### config.mk
export PLATFORM = sky130hd
export DESIGN_NAME = sbd_debug
export DESIGN_NICKNAME = d
export VERILOG_FILES = /design/src/sbd_pkg.sv /design/src/sbd_debug.sv
export VERILOG_INCLUDE_DIRS = /design/src /design/src/src
export SDC_FILE = /design/constraint.sdc
export NUM_CORES = 2
export LEC_CHECK = 0
export CAP_MARGIN = 40
export CORE_MARGIN = 10
export CORE_UTILIZATION = 31
export CTS_BUF_LIST = sky130_fd_sc_hd__clkbuf_4
export CTS_CLUSTER_DIAMETER = 150
export CTS_CLUSTER_SIZE = 24
export DETAILED_ROUTE_END_ITERATION = 8
export DONT_BUFFER_PORTS = 1
export GPL_ROUTABILITY_DRIVEN = 0
export SKIP_LAST_GASP = 1
export SLEW_MARGIN = 20
export SYNTH_ARGS = -nofsm -noshare
export SYNTH_HDL_FRONTEND = slang
export SYNTH_SLANG_ARGS = --single-unit
### constraint.sdc
create_clock -name sys_clk -period 5 [get_ports sys_clk]
set_clock_uncertainty 0.2 [all_clocks]
set_input_delay 1 -clock sys_clk [delete_from_list [all_inputs] [get_ports sys_clk]]
set_output_delay 1 -clock sys_clk [all_outputs]
set_load 0.01 [all_outputs]
### src/sbd_cfg.svh
// constants for the service bus debug access block
`ifndef SBD_CFG_SVH
`define SBD_CFG_SVH
`define SBD_SLV_DBG 4'h1
`define SBD_SLV_SYS 4'h4
`define SBD_SLV_SYS_ALT 4'h5
`define SBD_SLV_MSU 4'h6
`define SBD_SZ_BYTE 2'h0
`define SBD_SZ_HALF 2'h1
`define SBD_SZ_WORD 2'h2
`define SBD_SEC_CC_LO 36'h100000110
`define SBD_SEC_CC_HI 36'h100000118
`define SBD_SEC_UP_LO 36'h580800000
`define SBD_SEC_UP_HI 36'h581000000
`define SBD_OFF_DC 12'h008
`define SBD_OFF_DPC 12'h040
`define SBD_OFF_DINST 12'h104
`define SBD_OFF_TODBG 12'h110
`define SBD_OFF_TOCPU 12'h114
`define SBD_OFF_CCSTAT 12'h118
`define SBD_OFF_PBP0 12'h200
`define SBD_OFF_DBP0 12'h240
`define SBD_NUM_PBP 6
`define SBD_NUM_DBP 2
`define SBD_DC_MM 0
`define SBD_DC_BRK 1
`define SBD_DC_RES 2
`define SBD_DC_AUXEN 3
`define SBD_DC_AUXLOC 4
`define SBD_DC_DBPEN0 8
`define SBD_DC_IRQRD 10
`define SBD_DC_IRQWR 11
`define SBD_DC_CLKEN 12
`define SBD_DC_RESET 32'h00001000
`endif

### src/sbd_pkg.sv
// types for the service bus debug access block
package sbd_pkg;
  typedef enum logic [1:0] {ST_IDLE, ST_EXEC, ST_EXT, ST_ACK} sbd_st_e;
  typedef struct packed {
    sbd_st_e st;
    logic s1_clk;
    logic s2_clk;
    logic s3_clk;
    logic s1_req;
    logic s2_req;
    logic [35:0] s1_addr;
    logic [35:0] s2_addr;
    logic s1_wr;
    logic s2_wr;
    logic [1:0] s1_sz;
    logic [1:0] s2_sz;
    logic [31:0] s1_wd;
    logic [31:0] s2_wd;
    logic [35:0] cap_addr;
    logic cap_wr;
    logic [1:0] cap_sz;
    logic [31:0] cap_wd;
    logic ack;
    logic err;
    logic [31:0] rdata;
    logic ext_req;
    logic ext_msu;
    logic [31:0] dc;
    logic [31:0] dpc;
    logic [31:0] dinst;
    logic inst_v;
    logic [31:0] to_dbg;
    logic [31:0] to_cpu;
    logic cpu_full;
    logic emu_full;
    logic irq;
    logic [5:0][31:0] pbp;
    logic [1:0][31:0] dbp;
    logic dmode;
    logic mon;
    logic enter;
    logic [31:0] reg_rdata;
  } sbd_state_s;
endpackage

### src/sbd_debug.sv
// debug access bridge, slave decode, security filter and on-chip debug regs
// What this block does
// - service bus carries a 36-bit address to select slave locations.
// - accesses may be byte, halfword or word sized.
// - top four address bits pick the slave, low 32 go to it.
// - slave 1 is debug regs, 4 system bus space, 6 memory service unit.
// - slave 5 aliases the system bus; slave 0 and others unused.
// - bridge crosses debugger clock to system clock; access needs running clock.
// - debugger activity requests the system clock without leaving sleep.
// - when secure, only the comm channel window stays read/write.
// - when secure, user page is read-only; everything else is blocked.
// - both comm channel registers remain reachable while secure.
// - comm channel is two registers with handshake, used by cpu and debugger.
// - interrupt on debugger read of cpu channel or write of debugger channel.
// - debugger write requesting unconditional break halts the cpu at once.
// - six program breakpoints and two data breakpoints.
// - data breakpoint fires on read or write of its address.
// - breakpoint puts cpu in debug mode and sets the debug flag.
// - in halt mode each debug instruction write issues one instruction.
// - monitor bit makes breakpoints fetch from the debug exception vector.
// - debug program counter register is readable while the cpu runs.
// - debug clock enabled at reset, synchronous, may run through sleep.
// - cpu reads and writes debug registers directly over its port.
//
// Chosen here: strobed register access and the register addresses.
`include "sbd_cfg.svh"
module sbd_debug (
  input wire logic sys_clk,
  input wire logic reset,
  input wire logic ce,
  input wire logic dbg_clk,
  input wire logic dbg_req,
  input wire logic [35:0] dbg_addr,
  input wire logic dbg_write,
  input wire logic [1:0] dbg_size,
  input wire logic [31:0] dbg_wdata,
  output logic dbg_ack,
  output logic dbg_err,
  output logic [31:0] dbg_rdata,
  output logic clk_wake,
  output logic ext_req,
  output logic ext_msu,
  output logic [31:0] ext_addr,
  output logic ext_write,
  output logic [1:0] ext_size,
  output logic [31:0] ext_wdata,
  input wire logic ext_ack,
  input wire logic [31:0] ext_rdata,
  input wire logic flash_secure,
  input wire logic [11:0] reg_addr,
  input wire logic [31:0] reg_wdata,
  input wire logic reg_wr,
  input wire logic reg_rd,
  output logic [31:0] reg_rdata,
  input wire logic [31:0] cpu_pc,
  input wire logic cpu_pc_valid,
  input wire logic [31:0] cpu_daddr,
  input wire logic cpu_dvalid,
  input wire logic cpu_dbg_exit,
  output logic cpu_dbg_mode,
  output logic cpu_monitor,
  output logic cpu_dbg_enter,
  output logic [31:0] cpu_inst,
  output logic cpu_inst_valid,
  output logic comm_irq,
  output logic aux_en,
  output logic aux_loc,
  output logic debug_logic_clock_en
);
  sbd_pkg::sbd_state_s q;
  sbd_pkg::sbd_state_s d;

  function automatic logic [31:0] rd_reg(input sbd_pkg::sbd_state_s s,
                                         input logic [11:0] off);
    logic [31:0] r;
    r = 32'h0;
    case (off)
      `SBD_OFF_DC: r = s.dc;
      `SBD_OFF_DPC: r = s.dpc;
      `SBD_OFF_DINST: r = s.dinst;
      `SBD_OFF_TODBG: r = s.to_dbg;
      `SBD_OFF_TOCPU: r = s.to_cpu;
      `SBD_OFF_CCSTAT: r = {30'h0, s.emu_full, s.cpu_full};
      default: begin
        if (off[11:5] == `SBD_OFF_PBP0 >> 5 && off[4:2] < 3'h6) begin
          r = s.pbp[off[4:2]];
        end else if (off[11:3] == `SBD_OFF_DBP0 >> 3) begin
          r = s.dbp[off[2]];
        end
      end
    endcase
    return r;
  endfunction

  // byte lanes follow the low address bits
  function automatic logic [31:0] lane_mask(input logic [1:0] sz,
                                            input logic [1:0] a);
    logic [31:0] m;
    m = 32'hffffffff;
    if (sz == `SBD_SZ_BYTE) begin
      m = 32'h000000ff << (8 * a);
    end else if (sz == `SBD_SZ_HALF) begin
      m = 32'h0000ffff << (16 * a[1]);
    end
    return m;
  endfunction

  logic [3:0] slv;
  logic slv_ok;
  logic misalign;
  logic sec_ok;
  logic req_err;
  logic clk_edge;
  logic [5:0] pbp_hit;
  logic [1:0] dbp_hit;

  assign slv = q.cap_addr[35:32];
  assign slv_ok = slv == `SBD_SLV_DBG || slv == `SBD_SLV_SYS ||
                  slv == `SBD_SLV_SYS_ALT || slv == `SBD_SLV_MSU;
  assign misalign = (q.cap_sz == `SBD_SZ_HALF && q.cap_addr[0]) ||
                    (q.cap_sz == `SBD_SZ_WORD && q.cap_addr[1:0] != 2'h0) ||
                    q.cap_sz == 2'h3;
  assign sec_ok = !flash_secure ||
                  (q.cap_addr >= `SBD_SEC_CC_LO &&
                   q.cap_addr <= `SBD_SEC_CC_HI) ||
                  (!q.cap_wr && q.cap_addr >= `SBD_SEC_UP_LO &&
                   q.cap_addr < `SBD_SEC_UP_HI);
  assign req_err = !slv_ok || misalign || !sec_ok;
  // only the second stage and its delayed copy feed the edge detector
  assign clk_edge = q.s2_clk && !q.s3_clk;

  always_comb begin
    for (int i = 0; i < `SBD_NUM_PBP; i++) begin
      pbp_hit[i] = q.pbp[i][0] && cpu_pc_valid &&
                   q.pbp[i][31:1] == cpu_pc[31:1];
    end
    for (int i = 0; i < `SBD_NUM_DBP; i++) begin
      dbp_hit[i] = q.dc[`SBD_DC_DBPEN0 + i] && cpu_dvalid &&
                   q.dbp[i] == cpu_daddr;
    end
  end

  always_comb begin
    logic [1:0] wr_v;
    logic [1:0] rd_v;
    logic [1:0][11:0] off_v;
    logic [1:0][31:0] wd_v;
    logic [1:0][31:0] mk_v;
    logic regs_acc;
    logic brk;
    logic res;
    logic [31:0] nv;
    d = q;
    wr_v = 2'h0;
    rd_v = 2'h0;
    off_v[0] = reg_addr;
    off_v[1] = q.cap_addr[11:0];
    wd_v[0] = reg_wdata;
    wd_v[1] = q.cap_wd;
    mk_v[0] = 32'hffffffff;
    mk_v[1] = lane_mask(q.cap_sz, q.cap_addr[1:0]);
    regs_acc = 1'b0;
    brk = 1'b0;
    res = 1'b0;
    nv = 32'h0;
    if (ce) begin
      // all link pins pass two flops before use, except dbg_req, which feeds clk_wake raw
      d.s1_clk = dbg_clk;
      d.s2_clk = q.s1_clk;
      d.s3_clk = q.s2_clk;
      d.s1_req = dbg_req;
      d.s2_req = q.s1_req;
      d.s1_addr = dbg_addr;
      d.s2_addr = q.s1_addr;
      d.s1_wr = dbg_write;
      d.s2_wr = q.s1_wr;
      d.s1_sz = dbg_size;
      d.s2_sz = q.s1_sz;
      d.s1_wd = dbg_wdata;
      d.s2_wd = q.s1_wd;
      d.inst_v = 1'b0;
      d.enter = 1'b0;
      d.irq = 1'b0;
      d.reg_rdata = 32'h0;
      d.dpc = cpu_pc_valid ? cpu_pc : q.dpc;
      case (q.st)
        sbd_pkg::ST_IDLE: begin
          // fields are stable at the link clock rising edge
          if (clk_edge && q.s2_req) begin
            d.cap_addr = q.s2_addr;
            d.cap_wr = q.s2_wr;
            d.cap_sz = q.s2_sz;
            d.cap_wd = q.s2_wd;
            d.st = sbd_pkg::ST_EXEC;
          end
        end
        sbd_pkg::ST_EXEC: begin
          d.err = req_err;
          if (req_err) begin
            d.ack = 1'b1;
            d.rdata = 32'h0;
            d.st = sbd_pkg::ST_ACK;
          end else if (slv == `SBD_SLV_DBG) begin
            regs_acc = 1'b1;
            d.rdata = q.cap_wr ? 32'h0 : rd_reg(q, q.cap_addr[11:0]);
            d.ack = 1'b1;
            d.st = sbd_pkg::ST_ACK;
          end else begin
            d.ext_req = 1'b1;
            d.ext_msu = slv == `SBD_SLV_MSU;
            d.st = sbd_pkg::ST_EXT;
          end
        end
        sbd_pkg::ST_EXT: begin
          // waits as long as the slave needs; no access without sys_clk
          if (ext_ack) begin
            d.ext_req = 1'b0;
            d.rdata = q.cap_wr ? 32'h0 : ext_rdata;
            d.ack = 1'b1;
            d.st = sbd_pkg::ST_ACK;
          end
        end
        sbd_pkg::ST_ACK: begin
          if (!q.s2_req) begin
            d.ack = 1'b0;
            d.st = sbd_pkg::ST_IDLE;
          end
        end
        default: d.st = sbd_pkg::ST_IDLE;
      endcase
      // source 0 is the cpu port, source 1 the debugger
      wr_v[0] = reg_wr;
      rd_v[0] = reg_rd;
      wr_v[1] = regs_acc && q.cap_wr;
      rd_v[1] = regs_acc && !q.cap_wr;
      if (reg_rd) begin
        d.reg_rdata = rd_reg(q, reg_addr);
      end
      // reads clear first so a same-cycle fill wins
      if (rd_v[1] && off_v[1] == `SBD_OFF_TODBG) begin
        d.cpu_full = 1'b0;
        d.irq = q.dc[`SBD_DC_IRQRD];
      end
      if (rd_v[0] && off_v[0] == `SBD_OFF_TOCPU) begin
        d.emu_full = 1'b0;
      end
      for (int s = 0; s < 2; s++) begin
        if (wr_v[s]) begin
          case (off_v[s])
            `SBD_OFF_DC: begin
              nv = (d.dc & ~mk_v[s]) | (wd_v[s] & mk_v[s]);
              brk = brk || nv[`SBD_DC_BRK];
              res = res || nv[`SBD_DC_RES];
              nv[`SBD_DC_BRK] = 1'b0;
              nv[`SBD_DC_RES] = 1'b0;
              d.dc = nv;
            end
            `SBD_OFF_DINST: begin
              d.dinst = (d.dinst & ~mk_v[s]) | (wd_v[s] & mk_v[s]);
              d.inst_v = q.dmode && !q.mon;
            end
            `SBD_OFF_TODBG: begin
              d.to_dbg = (d.to_dbg & ~mk_v[s]) | (wd_v[s] & mk_v[s]);
              d.cpu_full = 1'b1;
            end
            `SBD_OFF_TOCPU: begin
              d.to_cpu = (d.to_cpu & ~mk_v[s]) | (wd_v[s] & mk_v[s]);
              d.emu_full = 1'b1;
              d.irq = d.irq || q.dc[`SBD_DC_IRQWR];
            end
            default: begin
              if (off_v[s][11:5] == `SBD_OFF_PBP0 >> 5 &&
                  off_v[s][4:2] < 3'h6) begin
                d.pbp[off_v[s][4:2]] = (d.pbp[off_v[s][4:2]] & ~mk_v[s]) |
                                       (wd_v[s] & mk_v[s]);
              end else if (off_v[s][11:3] == `SBD_OFF_DBP0 >> 3) begin
                d.dbp[off_v[s][2]] = (d.dbp[off_v[s][2]] & ~mk_v[s]) |
                                     (wd_v[s] & mk_v[s]);
              end
            end
          endcase
        end
      end
      // entry only acts while running; exit only acts while already halted
      if (!q.dmode && (brk || pbp_hit != 6'h0 || dbp_hit != 2'h0)) begin
        d.dmode = 1'b1;
        d.mon = q.dc[`SBD_DC_MM];
        d.enter = 1'b1;
      end else if (q.dmode && (cpu_dbg_exit || res)) begin
        d.dmode = 1'b0;
        d.mon = 1'b0;
      end
    end
  end

  always_ff @(posedge sys_clk) begin
    if (reset) begin
      q <= '0;
      q.dc <= `SBD_DC_RESET;
    end else begin
      q <= d;
    end
  end

  assign dbg_ack = q.ack;
  assign dbg_err = q.err;
  assign dbg_rdata = q.rdata;
  // raw pin on purpose: sys_clk may be stopped and cannot sample it
  assign clk_wake = dbg_req || q.st != sbd_pkg::ST_IDLE;
  assign ext_req = q.ext_req;
  assign ext_msu = q.ext_msu;
  assign ext_addr = q.cap_addr[31:0];
  assign ext_write = q.cap_wr;
  assign ext_size = q.cap_sz;
  assign ext_wdata = q.cap_wd;
  assign reg_rdata = q.reg_rdata;
  assign cpu_dbg_mode = q.dmode;
  assign cpu_monitor = q.mon;
  assign cpu_dbg_enter = q.enter;
  assign cpu_inst = q.dinst;
  assign cpu_inst_valid = q.inst_v;
  assign comm_irq = q.irq;
  assign aux_en = q.dc[`SBD_DC_AUXEN];
  assign aux_loc = q.dc[`SBD_DC_AUXLOC];
  assign debug_logic_clock_en = q.dc[`SBD_DC_CLKEN];
endmodule

==> summary.md <==
| Metric | Value |
|---|---|
| Outcome | finished with violations |
| Failing checks | design-rule violations |
| Layout cell share with drive strength beyond 1 | 10.9% |
| Global-route wire length before repair | about 340000 µm |
| Worst-path fanout max | 17 |
| CP max-delay cell | o41ai_4 |
| HPWL Detailed | around 170000 µm |
| Die width | 401 µm |
| Final WL | 248000 µm |
| Mapped Area | 45000 µm² |
| Root Buffer | clkbuf_4 |
| Core Region | 144000 µm² |
| Slew Limit Fails | 0 |
| VDD IR max | around 250 µV |
| Core Rows | 139 |
| Critical Path Start Type | register |
| Worst path most repeated cell | dlygate4sd3_1 |
| Initial antenna violation count | 23 |
| Final TNS setup | 0 ns |
| Worst slew margin | 19.2% |
| Post-Place Setup Slack | 0.755 ns |
| Die area | 161000 µm² |
| Max-cap violations | 0 |
| Synth Net Count | ~5700 |
| Asr flop ratio synth | 0% |
| Hold Violations, Final | 0 |
| Multi-input logic area | 27600 µm² |
| Grt ovf | 0 |
| Number of synthesized flops with an enable pin | 0 |
| Crit. End Element | register |
| H-tree Lvls | 2 |
| Worst Tran Pin Value | 1.21 ns |
| Placed inst area | 46000 µm² |
| Num ports | 399 |
| Drt first-iter violations | 8693 |
| Fmax | 205 MHz |
| Fin area | 49500 µm² |
| WP data required | 5.87 ns |
| GRT Util Overall | 29.0% |
| Power Density | 188 nW/µm² |
| Cell Chain, Critical Path | or4_1 -> nor4_2 -> a22oi_2 -> a21o_4 -> buf_4 -> o41ai_4 -> nand2_1 -> dlygate4sd3_1 -> a21oi_1 -> dlygate4sd3_1 |
| Cts bufs inserted | 36 |
| Largest net degree at the start of global routing | around 190 |
| RSZ-0062 raised after global routing | false |
| HP Class | input port to register |
| DRC | 18 |
| CP Class | register to register |
| Reg clk slew, reported paths | roughly 0.26 ns |
| Final Cycle Share | 97.5% |
| Leak pwr | about 17 nW |
| Final net count | 5493 |
| Final Setup Violations | 0 |
| Arrival time of the worst setup path | 5.74 ns |
| Critical path's largest stage delay | 0.77 ns |
| Leading cell type in the layout, fill and taps excluded | dfxtp_1 |
| Die Y | around 400 µm |
| Starting density of the core | 31.3% |
| Crit path time final | 4.88 ns |
| CP Buf/Inv Count | 3 |
| Worst-Skew Late Latency | between 1 and 1.5 ns |
| Top Family by Delay on Critical Path | compound AO/OA/AOI/OAI gates |
| Filler cell count in the final layout | 15000 |
| Final ANT Viol Nets | 0 |
| CTS tree | done |
| First-pass DRT Iterations | 9 |
| Final setup margin | 0.123 ns |
| Mapped Cells | 5442 |
| Synth warnings | 0 |
| Via density | 6.68 |
| Vias in the first global route | roughly 44000 |
| Post-DR wirelength/cell | approximately 34 µm |
| Flops & latches, synth | 711 |
| Clk sinks | 711 |
| Most frequent cells in the layout | dfxtp_1 (708), nor2_1 (653), nand2_1 (496), mux2i_1 (311), dlygate4sd3_1 (278) |
| Top FF cell, synth | dfxtp_1 |
| PortBufs | 0 |
| Post-cts resize count | 0 |
| Synthesized area per cell | 8.26 µm² |
| CTS Hold Bufs | 284 |
| Longest Clk Path Bufs | 3 |
| P&R area growth vs syn | 9.99% |
| FF/Latch Area | 14200 µm² |
| Vias | around 48000 |
| Synth cell types | 84 |
| Total setup buffers inserted after CTS | 0 |
| Sequential area share after synthesis | 31.6% |
[metal layers]
metal	vias up	global-route usage (%)	routed length, µm
met2	4102	42.6	103000
met3	1175	14.3	37600
met4	31	21.5	24300
met1	23000	32.0	82600
met5	-	1.58	469
li1	19700	-	-
[registers in the layout, indices dropped and copies added (netlist names)]
register and count:
debug_logic_clock_en 1, ext_size 2, cpu_monitor 1, cpu_dbg_enter 1, ext_write 1, ext_msu 1, aux_en 1, dbg_err 1
reg_rdata 32, dbg_ack 1, cpu_dbg_mode 1, comm_irq 1, q 536, cpu_inst_valid 1, ext_wdata 32, ext_req 1
aux_loc 1, ext_addr 32, dbg_rdata 32, cpu_inst 32
[Yosys cell counts, drive strengths merged, types with 67 or more instances]
library cell / n / share of area, %
a211o: 96 / 1.9
a21oi: 238 / 2.7
a221oi: 85 / 1.7
a222oi: 70 / 1.6
a22oi: 168 / 2.8
a311o: 67 / 1.5
buf: 266 / 3.7
clkbuf: 424 / 3.5
dfxtp: 711 / 32
inv: 73 / 0.61
mux2: 173 / 4.3
mux2i: 311 / 6.9
nand2: 497 / 4.1
nand3: 137 / 1.5
nand4: 69 / 0.96
nor2: 657 / 5.5
nor2b: 75 / 1.0
nor3: 109 / 1.2
nor4: 156 / 2.5
o21ai: 148 / 1.6
xor2: 211 / 4.1
[report_power, final]
part	internal [mW]	total, mW	switching [mW]	leakage (nW)
Clock	0.413	2.46	2.05	0.205
Sequential	5.76	5.80	0.0426	5.75
Combinational	0.373	1.06	0.685	11.5
Total	6.54	9.32	2.77	17.5
[stage by stage]
stage	hold slack (ns)	power [mW]	util (%)	cells
5_1_grt	0.0393	9.49	34.4	7179
3_5_place_dp	0.239	6.50	32.0	6832
3_3_place_gp	0.237	6.48	31.8	6823
4_1_cts	0.000560	9.24	34.2	7160
6_report	0.0399	9.32	34.4	7194
2_1_floorplan	0.231	6.44	-	5442
[cell type report]
class,count,area share [%]
repair buffers,476,9.29
multi-input cells,3967,55.7
well taps,1903,4.81
diodes,19,0.0961
clock inverters,7,0.164
flip-flops and latches,711,28.8
inverters,74,0.567
clock buffers,37,0.562
[path summary, 6_finish.rpt]
kind | from | endpoint | slack, ns | depth (start not counted)
max reg2reg | ext_addr[16]$_SDFFE_PP0P_ | q[293]$_SDFFE_PP0P_ | 0.12 | 10
min | reg_wdata[3] | q[262]$_SDFFE_PP0P_ | 0.04 | 2
min reg2reg | q[636]$_SDFFE_PP0P_ | ext_addr[4]$_SDFFE_PP0P_ | 0.16 | 2
max | ext_addr[16]$_SDFFE_PP0P_ | q[293]$_SDFFE_PP0P_ | 0.12 | 10
[logic make-up (layout without fill, tap and decap cells)]
| group | after synthesis | after routing | share of synthesized area (%) |
|---|---|---|---|
| xor gates and xnor gates | 247 | 247 | 4.81 |
| adders and majority gates | 4 | 4 | 0.111 |
| other | 0 | 19 | 0 |
| DFF | 711 | 711 | 31.6 |
| AOI/OAI and AO/OA | 1268 | 1268 | 21.0 |
| and+or+nand+nor | 1899 | 1899 | 20.0 |
| muxes | 549 | 549 | 14.5 |
| buffers and inverters | 764 | 594 | 7.89 |
Note: power is estimated with default switching activity, not from simulation.
